$ cat src/pkg/txdl_defines.vh
// constants for the transmit descriptor list download engine
`ifndef TXDL_DEFINES_VH
`define TXDL_DEFINES_VH
// register indices on the plain register port
`define TXDL_REG_LIST_PTR 4'h0
`define TXDL_REG_POLL 4'h1
`define TXDL_REG_CMD 4'h2
`define TXDL_REG_INT_STATUS 4'h3
`define TXDL_REG_INT_MASK 4'h4
`define TXDL_REG_ENG_STATE 4'h5
// command register bits
`define TXDL_CMD_HALT 0
`define TXDL_CMD_RESUME 1
`define TXDL_CMD_ENG_RESET 2
`define TXDL_CMD_CHIP_RESET 3
// interrupt status bits
`define TXDL_INT_DONE 0
`define TXDL_INT_STALLED 1
// descriptor layout, byte offsets from descriptor base
`define TXDL_OFF_LINK 32'h0000_0000
`define TXDL_OFF_HEADER 32'h0000_0004
`define TXDL_OFF_FRAG 32'h0000_0008
// fragment pair: address word after the length word, pairs two words apart
`define TXDL_FRAG_ADDR_OFF 32'h0000_0004
`define TXDL_FRAG_STRIDE 32'h0000_0008
// header word fields
`define TXDL_HDR_SKIP 31
`define TXDL_HDR_NOTIFY 30
`define TXDL_HDR_DONE 29
// fragment word: bit 31 marks the last fragment, low bits the length
`define TXDL_FRAG_LAST 31
`define TXDL_FRAG_LEN_W 16
`define TXDL_POLL_W 8
`endif

$ cat src/logic/txdl_engine.v
// transmit descriptor list download engine with register port and memory master
`timescale 1ns/100ps
`include "txdl_defines.vh"

module txdl_engine #(
  parameter AW = 32,
  parameter DW = 32,
  parameter POLL_UNIT = 16
) (
  // clock and reset
  input wire clk,
  input wire sys_rst,
  // register port
  input wire [3:0] reg_addr,
  input wire [DW-1:0] reg_wdata,
  input wire reg_wr,
  input wire reg_rd,
  output reg [DW-1:0] reg_rdata,
  output reg irq,
  // host memory master, one request held until ack
  output reg mem_req,
  output reg mem_we,
  output reg [AW-1:0] mem_addr,
  output reg [DW-1:0] mem_wdata,
  input wire mem_ack,
  input wire [DW-1:0] mem_rdata,
  // fragment stream toward transmit fifo
  output reg frag_valid,
  output reg [AW-1:0] frag_addr,
  output reg [`TXDL_FRAG_LEN_W-1:0] frag_len,
  output reg frag_first,
  input wire frag_ready
);

  localparam ST_IDLE = 3'd0;
  localparam ST_HDR1 = 3'd1;
  localparam ST_FRAG = 3'd2;
  localparam ST_SEND = 3'd3;
  localparam ST_MARK = 3'd4;
  localparam ST_HOLD = 3'd5;
  localparam ST_HDR2 = 3'd6;
  localparam ST_LINK = 3'd7;

  reg [2:0] state_reg;
  reg [AW-1:0] list_ptr_reg;
  reg [AW-1:0] poll_addr_reg;
  reg polling_reg;
  reg [`TXDL_POLL_W-1:0] poll_ival_reg;
  reg [`TXDL_POLL_W+7:0] poll_cnt_reg;
  reg poll_kick_reg;
  reg stall_reg;
  reg [AW-1:0] frag_ptr_reg;
  reg first_frag_reg;
  reg last_frag_reg;
  reg [DW-1:0] hdr_reg;
  reg [1:0] int_status_reg;
  reg [1:0] int_mask_reg;
  reg skip_hdr;

  wire [2:0] cmd_bits;
  wire wr_cmd;
  wire eng_reset;
  wire [1:0] int_event;
  wire [`TXDL_POLL_W+7:0] poll_period;

  // decoder shared by read and write paths
  function is_reg;
    input [3:0] a;
    input [3:0] idx;
    begin
      is_reg = (a == idx);
    end
  endfunction

  assign wr_cmd = reg_wr && is_reg(reg_addr, `TXDL_REG_CMD);
  assign cmd_bits = wr_cmd ? reg_wdata[2:0] : 3'h0;
  assign eng_reset = wr_cmd && (reg_wdata[`TXDL_CMD_ENG_RESET] ||
    reg_wdata[`TXDL_CMD_CHIP_RESET]);
  assign poll_period = poll_ival_reg * POLL_UNIT[7:0];

  // register write side: poll interval and interrupt mask
  always @(posedge clk or posedge sys_rst) begin
    if (sys_rst) begin
      poll_ival_reg <= 8'h00;
      int_mask_reg <= 2'h0;
    end else if (reg_wr) begin
      if (is_reg(reg_addr, `TXDL_REG_POLL))
        poll_ival_reg <= reg_wdata[`TXDL_POLL_W-1:0];
      if (is_reg(reg_addr, `TXDL_REG_INT_MASK))
        int_mask_reg <= reg_wdata[1:0];
    end
  end

  // halt and resume latch; a whole-chip reset also drops the halt
  always @(posedge clk or posedge sys_rst) begin
    if (sys_rst) begin
      stall_reg <= 1'b0;
    end else if (eng_reset) begin
      stall_reg <= 1'b0;
    end else if (cmd_bits[`TXDL_CMD_HALT]) begin
      stall_reg <= 1'b1;
    end else if (cmd_bits[`TXDL_CMD_RESUME]) begin
      stall_reg <= 1'b0;
    end
  end

  // poll timer: counts while idle polling; a pointer read kicks a poll early
  always @(posedge clk or posedge sys_rst) begin
    if (sys_rst) begin
      poll_cnt_reg <= 16'h0000;
      poll_kick_reg <= 1'b0;
    end else begin
      if (reg_rd && is_reg(reg_addr, `TXDL_REG_LIST_PTR) && polling_reg)
        poll_kick_reg <= 1'b1;
      else if (state_reg == ST_LINK)
        poll_kick_reg <= 1'b0;
      if (state_reg != ST_IDLE || !polling_reg)
        poll_cnt_reg <= 16'h0000;
      else if (poll_cnt_reg < poll_period)
        poll_cnt_reg <= poll_cnt_reg + 16'h0001;
      else if (state_reg == ST_IDLE)
        poll_cnt_reg <= 16'h0000;
    end
  end

  always @* begin
    skip_hdr = mem_rdata[`TXDL_HDR_SKIP];
  end

  // engine sequencer and memory master
  always @(posedge clk or posedge sys_rst) begin
    if (sys_rst) begin
      state_reg <= ST_IDLE;
      list_ptr_reg <= 32'h0000_0000;
      poll_addr_reg <= 32'h0000_0000;
      polling_reg <= 1'b0;
      frag_ptr_reg <= 32'h0000_0000;
      first_frag_reg <= 1'b0;
      last_frag_reg <= 1'b0;
      hdr_reg <= 32'h0000_0000;
      mem_req <= 1'b0;
      mem_we <= 1'b0;
      mem_addr <= 32'h0000_0000;
      mem_wdata <= 32'h0000_0000;
      frag_valid <= 1'b0;
      frag_addr <= 32'h0000_0000;
      frag_len <= 16'h0000;
      frag_first <= 1'b0;
    end else if (eng_reset) begin
      // engine reset drops pointer, polling, request and fragment and leaves it idle
      state_reg <= ST_IDLE;
      list_ptr_reg <= 32'h0000_0000;
      polling_reg <= 1'b0;
      mem_req <= 1'b0;
      mem_we <= 1'b0;
      frag_valid <= 1'b0;
    end else begin
      case (state_reg)
        ST_IDLE: begin
          if (reg_wr && is_reg(reg_addr, `TXDL_REG_LIST_PTR) &&
              list_ptr_reg == 32'h0000_0000 && reg_wdata != 32'h0000_0000) begin
            // pointer writes only land while the pointer is zero
            list_ptr_reg <= reg_wdata;
            polling_reg <= 1'b0;
          end else if (polling_reg && poll_ival_reg == 8'h00 && !poll_kick_reg) begin
            polling_reg <= 1'b0;
          end else if (polling_reg && !stall_reg &&
              (poll_kick_reg || poll_cnt_reg >= poll_period)) begin
            // re-read the same link entry
            state_reg <= ST_LINK;
            mem_req <= 1'b1;
            mem_we <= 1'b0;
            mem_addr <= poll_addr_reg + `TXDL_OFF_LINK;
          end else if (list_ptr_reg != 32'h0000_0000 && !stall_reg) begin
            // first header read of the descriptor
            state_reg <= ST_HDR1;
            mem_req <= 1'b1;
            mem_we <= 1'b0;
            mem_addr <= list_ptr_reg + `TXDL_OFF_HEADER;
            frag_ptr_reg <= list_ptr_reg + `TXDL_OFF_FRAG;
            first_frag_reg <= 1'b1;
          end
        end
        ST_HDR1: begin
          if (mem_ack) begin
            hdr_reg <= mem_rdata;
            mem_addr <= skip_hdr ? list_ptr_reg + `TXDL_OFF_LINK : frag_ptr_reg;
            state_reg <= skip_hdr ? ST_LINK : ST_FRAG;
          end
        end
        ST_FRAG: begin
          if (mem_ack) begin
            // fragment word: address word follows the length word
            if (first_frag_reg || !frag_valid) begin
              frag_len <= mem_rdata[`TXDL_FRAG_LEN_W-1:0];
              last_frag_reg <= mem_rdata[`TXDL_FRAG_LAST];
              mem_addr <= frag_ptr_reg + `TXDL_FRAG_ADDR_OFF;
              frag_ptr_reg <= frag_ptr_reg + `TXDL_FRAG_STRIDE;
              mem_req <= 1'b1;
              state_reg <= ST_SEND;
            end
          end
        end
        ST_SEND: begin
          if (mem_ack && !frag_valid) begin
            mem_req <= 1'b0;
            frag_addr <= mem_rdata;
            frag_first <= first_frag_reg;
            frag_valid <= 1'b1;
          end else if (frag_valid && frag_ready) begin
            frag_valid <= 1'b0;
            first_frag_reg <= 1'b0;
            mem_req <= 1'b1;
            if (last_frag_reg) begin
              // set done flag in header word
              state_reg <= ST_MARK;
              mem_we <= 1'b1;
              mem_addr <= list_ptr_reg + `TXDL_OFF_HEADER;
              mem_wdata <= hdr_reg | (32'h0000_0001 << `TXDL_HDR_DONE);
            end else begin
              state_reg <= ST_FRAG;
              mem_addr <= frag_ptr_reg;
            end
          end
        end
        ST_MARK: begin
          if (mem_ack) begin
            mem_req <= 1'b0;
            mem_we <= 1'b0;
            state_reg <= ST_HOLD;
          end
        end
        ST_HOLD: begin
          // a pending halt takes effect here, on the packet boundary
          if (!stall_reg) begin
            state_reg <= ST_HDR2;
            mem_req <= 1'b1;
            mem_addr <= list_ptr_reg + `TXDL_OFF_HEADER;
          end
        end
        ST_HDR2: begin
          if (mem_ack) begin
            hdr_reg <= mem_rdata;
            state_reg <= ST_LINK;
            mem_addr <= list_ptr_reg + `TXDL_OFF_LINK;
          end
        end
        ST_LINK: begin
          if (mem_ack) begin
            mem_req <= 1'b0;
            state_reg <= ST_IDLE;
            if (mem_rdata != 32'h0000_0000) begin
              list_ptr_reg <= mem_rdata;
              polling_reg <= 1'b0;
            end else begin
              // zero link: idle, polling on this entry if enabled
              list_ptr_reg <= 32'h0000_0000;
              polling_reg <= (poll_ival_reg != 8'h00);
              if (!polling_reg)
                poll_addr_reg <= list_ptr_reg;
            end
          end
        end
        default: begin
          state_reg <= ST_IDLE;
        end
      endcase
    end
  end

  // sticky events; hardware set wins over a write-one clear
  assign int_event[`TXDL_INT_DONE] = state_reg == ST_HDR2 && mem_ack &&
    mem_rdata[`TXDL_HDR_NOTIFY];
  assign int_event[`TXDL_INT_STALLED] = state_reg == ST_MARK && mem_ack && stall_reg;

  always @(posedge clk or posedge sys_rst) begin
    if (sys_rst) begin
      int_status_reg <= 2'h0;
      irq <= 1'b0;
    end else begin
      if (reg_wr && is_reg(reg_addr, `TXDL_REG_INT_STATUS))
        int_status_reg <= (int_status_reg & ~reg_wdata[1:0]) | int_event;
      else
        int_status_reg <= int_status_reg | int_event;
      irq <= |(int_status_reg & int_mask_reg);
    end
  end

  // read data one cycle after the strobe, zero otherwise
  always @(posedge clk or posedge sys_rst) begin
    if (sys_rst) begin
      reg_rdata <= 32'h0000_0000;
    end else if (reg_rd) begin
      case (reg_addr)
        `TXDL_REG_LIST_PTR: reg_rdata <= list_ptr_reg;
        `TXDL_REG_POLL: reg_rdata <= {24'h000000, poll_ival_reg};
        `TXDL_REG_INT_STATUS: reg_rdata <= {30'h00000000, int_status_reg};
        `TXDL_REG_INT_MASK: reg_rdata <= {30'h00000000, int_mask_reg};
        `TXDL_REG_ENG_STATE: reg_rdata <= {26'h0000000, stall_reg, polling_reg,
          (state_reg == ST_HOLD), state_reg};
        default: reg_rdata <= 32'h0000_0000;
      endcase
    end else begin
      reg_rdata <= 32'h0000_0000;
    end
  end

endmodule // txdl_engine

$ cat config.mk
export PLATFORM = sky130hd
export DESIGN_NAME = txdl_engine
export DESIGN_NICKNAME = d
export VERILOG_FILES = /design/src/logic/txdl_engine.v
export VERILOG_INCLUDE_DIRS = /design/src /design/src/pkg
export SDC_FILE = /design/constraint.sdc
export NUM_CORES = 1
export LEC_CHECK = 0
export BUFFER_PORTS_ARGS = -buffer_cell sky130_fd_sc_hd__buf_2
export CORE_UTILIZATION = 54
export DETAILED_ROUTE_END_ITERATION = 10
export PLACE_DENSITY = 0.76
export SYNTH_ARGS = -nofsm -noshare
export SYNTH_HDL_FRONTEND = slang
export SYNTH_SLANG_ARGS = --single-unit
$ cat constraint.sdc
create_clock -name clk -period 17.6 [get_ports clk]
set_clock_uncertainty 0.15 [all_clocks]
set_input_delay 1.76 -clock clk [delete_from_list [all_inputs] [get_ports clk]]
set_output_delay 1.76 -clock clk [all_outputs]
set_load 0.02 [all_outputs]
After elaboration in Yosys (flattened, before gate mapping)
Index checks and enable logic that the tools add are counted.
{"block": "classes", "add_sub_neg": 5, "mul": 0, "div": 0, "order_cmp": 2, "n_eq_ne": 41, "shift": 0, "muxes": 91, "bitwise_logic": 9, "n_reduce_logical": 66}
{"op": "$mux 32", "count": 24}
{"op": "$pmux 32 s6", "count": 1}
{"op": "$pmux 32 s5", "count": 1}
{"op": "$pmux 32 s2", "count": 2}
{"op": "$reduce_bool 32->1", "count": 3}
{"op": "$add 32x3->32 const B", "count": 2}
{"op": "$add 32x4->32 const B", "count": 2}
{"op": "$mux 16", "count": 3}
{"op": "$mux 3", "count": 16}
{"op": "$mux 1", "count": 37}
{"op": "$ne 3x3->1 const B", "count": 12}
{"op": "$logic_not 32->1", "count": 1}
{"op": "$pmux 3 s8", "count": 1}
{"op": "$reduce_and 12->1", "count": 2}
{"op": "$reduce_and 8->1", "count": 3}
{"op": "$ne 2x2->1 const B", "count": 10}
{"op": "$logic_and 1x1->1", "count": 19}
{"op": "$add 16x1->16 const B", "count": 1}
{"op": "$ge 16x12->1", "count": 1}
{"op": "$lt 16x12->1", "count": 1}
{"op": "$reduce_bool 3->1", "count": 5}
{"op": "$eq 3x3->1 const B", "count": 4}
{"op": "$reduce_and 3->1", "count": 4}
{"op": "$reduce_bool 6->1", "count": 2}
{"op": "31 further kinds", "count": 57}
{"block": "word_totals", "reg_bits": 313, "latchBits": 0, "ramBits": 0, "mem_bits_ro": 0, "elab_cells": 238, "mem_count": 0}

Logic depth before layout (Yosys ltp)
{"block": "logic_depth", "word_depth": 8, "ltp_mapped": 18, "ltp_nobuf": 11}

Worst setup path before layout
No wires, ideal clock.
{"block": "synth_timing", "kind": "register -> register", "startpoint": "register state_reg[2]", "endpoint": "register frag_ptr_reg[31]", "setup_time_ns": 0.065, "t_arrival_ns": 4.467, "required_ns": 17.385, "slack_ns": 12.918, "path_stages_with_launch": 17, "path_buffers": 6, "period_less_slack_ns": 4.682, "cell_sequence": "dfrtp_1 -> buf_6 -> nor3b_1 -> clkbuf_1 -> clkbuf_1 -> clkbuf_1 -> buf_1 -> nand2_1 -> o21ai_0 -> ha_1 -> clkbuf_1 -> or4b_2 -> a221o_1 -> nor3_4 -> nor3_1 -> o311ai_1 -> o211a_1"}
{"block": "synth_via", "elab_chain_cells": 3, "word_cells_on_any_way": 11}
{"item": "start, declared", "line": "txdl_engine.v:44", "source": "reg [2:0] state_reg;"}
{"item": "start signal, assigned", "line": "txdl_engine.v:188", "source": "state_reg <= skip_hdr ? ST_LINK : ST_FRAG;"}
{"item": "$eq 3x2->1 / $logic_not 3->1 (equally long branches)", "line": "txdl_engine.v:158", "source": "case (state_reg)"}
{"item": "$ne 2x2->1 (no source line) (tied with other cells)"}
{"item": "$reduce_and 8->1 (no source line)"}
{"item": "end signal, assigned", "line": "txdl_engine.v:180", "source": "frag_ptr_reg <= list_ptr_reg + `TXDL_OFF_FRAG;"}
{"item": "end signal, assigned", "line": "txdl_engine.v:198", "source": "frag_ptr_reg <= frag_ptr_reg + `TXDL_FRAG_STRIDE;"}
{"item": "end, declared", "line": "txdl_engine.v:52", "source": "reg [AW-1:0] frag_ptr_reg;"}
Several ways; a longest one is shown, not always the timed one.
A chain may end at the register's enable or synchronous reset.

Final worst setup path
{"block": "layout_timing", "startpoint": "input reg_wdata[8]", "endpoint": "register frag_ptr_reg[4]"}
{"block": "layout_via", "elab_chain_cells": 4}
{"item": "start, declared", "line": "txdl_engine.v:15", "source": "input wire [DW-1:0] reg_wdata,"}
{"item": "$reduce_bool 32->1", "line": "txdl_engine.v:161", "source": "list_ptr_reg == 32'h0000_0000 && reg_wdata != 32'h0000_0000) begin"}
{"item": "$logic_and 1x1->1", "line": "txdl_engine.v:160", "source": "if (reg_wr && is_reg(reg_addr, `TXDL_REG_LIST_PTR) &&"}
{"item": "$ne 2x2->1 (no source line)"}
{"item": "$reduce_and 8->1 (no source line)"}
Every way passes these cells.

==> Flow_metrics.wiki <==
{| class="wikitable"
! Metric !! Value
|-
| Final Hold Violating Endpoints || 0
|-
| Count of cell types in the netlist || 76
|-
| Worst slack, placed || about 12 ns
|-
| First-pass GRT wire length || 84900 µm
|-
| Core region area || between 0.03 and 0.04 mm²
|-
| Largest net degree at the start of global routing || 179
|-
| Post-CTS repair timing setup buffer count || 0
|-
| Final setup slack of the worst path || between 10 and 15 ns
|-
| RSZ-0062 raised after global routing || no
|-
| CP startpoint kind || primary input
|-
| Die Footprint || between 0.03 and 0.04 mm²
|-
| Clock Pin Slew Worst Setup and Hold Paths || around 0.060 ns
|-
| Leading cell type in the layout, fill and taps excluded || sky130_fd_sc_hd__dfrtp_1
|-
| Starting utilization of the core area || about 55%
|-
| Detailed-route wire length per cell || approximately 23 µm
|-
| Yosys warnings || 0
|-
| Number of maximum-capacitance violations || 0
|-
| Reg2Reg Depth || 12
|-
| Endpoint arrival time on the critical path || between 5 and 6 ns
|-
| Remaining global-route overflow || 0
|-
| HPWL reported at the end of detailed placement || about 37000 µm
|-
| Design Power || 3.67 mW
|-
| Cell Count, Final, Fillers Out || 2327
|-
| Inserted Clock Buffers || 35
|-
| Clock tree from TritonCTS || done
|-
| Synthesis-to-finish area growth || 14.3%
|-
| Worst hold path cell count || 1
|-
| Wire length on met2 || roughly 26000 µm
|-
| Worst setup path class || in2reg
|-
| Period minus WS final || slightly above 5 ns
|-
| Register-to-Register Setup Slack || about 13 ns
|-
| Data required time of the worst path || roughly 18 ns
|-
| Hold WS || approximately 0.32 ns
|-
| Met3 wire length || roughly 4900 µm
|-
| Hold buffer count at cts || 0
|-
| Launch point of the critical path || reg_wdata[8]
|-
| Beginning of the worst hold path || mem_wdata[29]
|-
| Die boundary width || around 180 µm
|-
| Sequential cell area || a little under 0.008 mm²
|-
| # resized after CTS || 0
|-
| Switching power of the nets || 1.61 mW
|-
| Number of flops mapped to enable cells by yosys || 0
|-
| Internal power consumption || between 2 and 2.5 mW
|-
| DP Cell Count || ~2300
|-
| Top flip-flop cell by instance count after synthesis || sky130_fd_sc_hd__dfrtp_1
|-
| Final number of setup-violating endpoints || 0
|-
| Multi-input gate area || just under 0.009 mm²
|-
| Leakage || 9.26 nW
|-
| Top sig layer || met4
|-
| Htree depth || 2
|-
| Rows || 65
|-
| Fraction of final layout cells with drive strength greater than 1 || ~28%
|-
| Port Buf Inserts || 222
|-
| Max Buffers Root-to-Sink || 3
|-
| Max_slew headroom || 16.1%
|-
| Fraction of power consumed by combinational cells || a little over two fifths
|-
| Skew-Pair Late Insertion Delay || around 0.53 ns
|-
| DRT Pass-1 Iters || 6
|-
| Antenna violation net count after detailed routing || 0
|-
| Proportion of total power due to net switching || roughly 44%
|-
| Result of the run || finished clean
|-
| Kind of end point of the critical path || flop
|-
| DRC marker count from the first detailed-route iteration || between 1500 and 2000
|-
| Layout fillers || between 2000 and 3000
|-
| Nets || between 1500 and 2000
|-
| Flip-flop and latch count after synthesis || 312
|-
| Mean area per synthesized cell || ~9.9 µm²
|-
| Fraction of registers with async set/reset || 100%
|-
| Number of remaining DRC errors || 0
|-
| Diode count || 0
|-
| Transition time of the tightest slew-check pin || around 1.3 ns
|-
| HP Class || reg2reg
|-
| Gate Count Post-Synth || 1760
|-
| Drt total wl || roughly 55000 µm
|-
| Final Wtd Congestion || approximately 0.98
|-
| Worst IR drop on VDD || 0.000134 V
|-
| Length of routed wiring on met1 || ~21000 µm
|-
| Number of vias after detailed routing || ~15000
|-
| Clock network power share || around a fifth
|-
| Post-route core utilization || 62.9%
|-
| Buffer type at the clock tree root || sky130_fd_sc_hd__clkbuf_16
|-
| Final slew viol count || 0
|-
| Most frequent cells in the layout || 312 x sky130_fd_sc_hd__dfrtp_1, 222 x sky130_fd_sc_hd__buf_2, 196 x sky130_fd_sc_hd__mux2_2
|-
| Post-route standard cell area excluding fillers || about 0.020 mm²
|-
| Launch instance of the worst register-to-register path || state_reg[2]
|-
| Die span in y || approximately 180 µm
|-
| Initial antenna violation count || 0
|-
| Total routing usage reported by global routing || between 30 and 40%
|-
| Number of global-route vias before repair || roughly 15000
|-
| Clk sinks || 312
|-
| Areal power density over the cells || roughly 190 mW/mm²
|-
| Final total negative setup slack || 0 ns
|-
| Sequential share of power || around 36%
|-
| Maximum operating frequency || 197 MHz
|-
| Part of the cycle the worst path needs || between 20% and 30%
|-
| Synth Cell Area || 0.0174 mm²
|-
| Maximum net fanout on the critical path || 26
|-
| Number of top-level pins || about 220
|-
| Sequential-to-total area share from yosys stat || between 40% and 50%
|-
| Via density || 6.61
|-
| Placed cell area || ~0.019 mm²
|}
-- kinds of logic (layout without fill, tap and decap cells) --
kind of cell / count (synthesis) / count (layout) / share of synthesized area, %
AND/OR/NAND/NOR: 562 / 562 / 16.5
AO/OA/AOI/OAI: 389 / 389 / 14.8
flip-flops: 312 / 312 / 45.0
multiplexers: 262 / 262 / 16.6
buffers and inverters: 181 / 344 / 4.17
XOR/XNOR: 39 / 39 / 1.97
adder cells (fa/ha/maj): 14 / 14 / 1.01
other: 1 / 3 / 0.0216
-- critical path: stages --
cell	delay, ns
sky130_fd_sc_hd__buf_2	0.12
sky130_fd_sc_hd__nor4_1	0.85
sky130_fd_sc_hd__nand4_1	0.18
sky130_fd_sc_hd__nor3_1	0.48
sky130_fd_sc_hd__nor4b_1	0.21
sky130_fd_sc_hd__nor4_4	0.29
sky130_fd_sc_hd__and2_1	1.00
sky130_fd_sc_hd__mux2_2	0.42
-- area by class of cell --
type,count,share of cell area (%)
multi-input combinational,1269,44.8
sequential,312,39.3
timing repair buffer,251,6.76
clock buffer,48,5.17
tap,402,2.53
clock inverter,15,0.813
inverter,30,0.605
-- power groups by stage --
stage	clock (mW)	sequential, mW	combinational, mW
finish	0.756	1.31	1.61
global route	0.792	1.33	1.73
CTS	0.762	1.29	1.58
detailed placement	0	1.30	1.57
global placement	0	1.28	1.53
floorplan	0	1.26	1.09
-- path summary, 6_finish.rpt --
path                                           to
min in group asynchronous           frag_addr[20]
worst max register to register   frag_ptr_reg[25]
worst max-delay path              frag_ptr_reg[4]
worst min-delay path                mem_wdata[29]
worst min register to register      mem_wdata[29]
max in group asynchronous       poll_addr_reg[30]
-- Yosys cell counts (6+ instances only) --
cell type                   count  share of area [%]
sky130_fd_sc_hd__or3_1          9               0.32
sky130_fd_sc_hd__mux2_2       196                 13
sky130_fd_sc_hd__nand3_1       53                1.5
sky130_fd_sc_hd__nand4_1       31                1.1
sky130_fd_sc_hd__o21ai_0      102                2.9
sky130_fd_sc_hd__a211oi_1      11               0.48
sky130_fd_sc_hd__nor3_1        44                1.3
sky130_fd_sc_hd__xor2_1        22                1.1
sky130_fd_sc_hd__a21o_1         9               0.39
sky130_fd_sc_hd__nor2_1        96                2.1
sky130_fd_sc_hd__buf_1         11               0.24
sky130_fd_sc_hd__buf_2         11               0.32
sky130_fd_sc_hd__clkbuf_1     125                2.7
sky130_fd_sc_hd__and2_1        11               0.40
sky130_fd_sc_hd__a22oi_1       10               0.43
sky130_fd_sc_hd__dfrtp_1      312                 45
sky130_fd_sc_hd__o21a_1         7               0.30
sky130_fd_sc_hd__a21oi_1       78                2.2
sky130_fd_sc_hd__a221oi_1       6               0.30
sky130_fd_sc_hd__o31ai_1       40                1.7
sky130_fd_sc_hd__nor2b_1        6               0.22
sky130_fd_sc_hd__nand2b_1      14               0.50
sky130_fd_sc_hd__xnor2_1       17               0.86
sky130_fd_sc_hd__nor3b_1        6               0.26
sky130_fd_sc_hd__o2111ai_1      6               0.30
sky130_fd_sc_hd__and3_1        52                1.9
sky130_fd_sc_hd__nand2_1      163                3.5
sky130_fd_sc_hd__ha_1          14                1.0
sky130_fd_sc_hd__a31oi_1       33                1.2
sky130_fd_sc_hd__mux2i_1       62                3.6
sky130_fd_sc_hd__nor4_1        42                1.5
sky130_fd_sc_hd__and4_1         7               0.35
sky130_fd_sc_hd__inv_1         30               0.65
sky130_fd_sc_hd__o211ai_1      26                1.1
-- layer usage --
layer	vias up	track usage, %
met5	-	0
met4	0	16.1
met3	195	6.59
met2	917	53.6
met1	7506	42.2
li1	6760	-
Power figures use the tool's default switching activity.
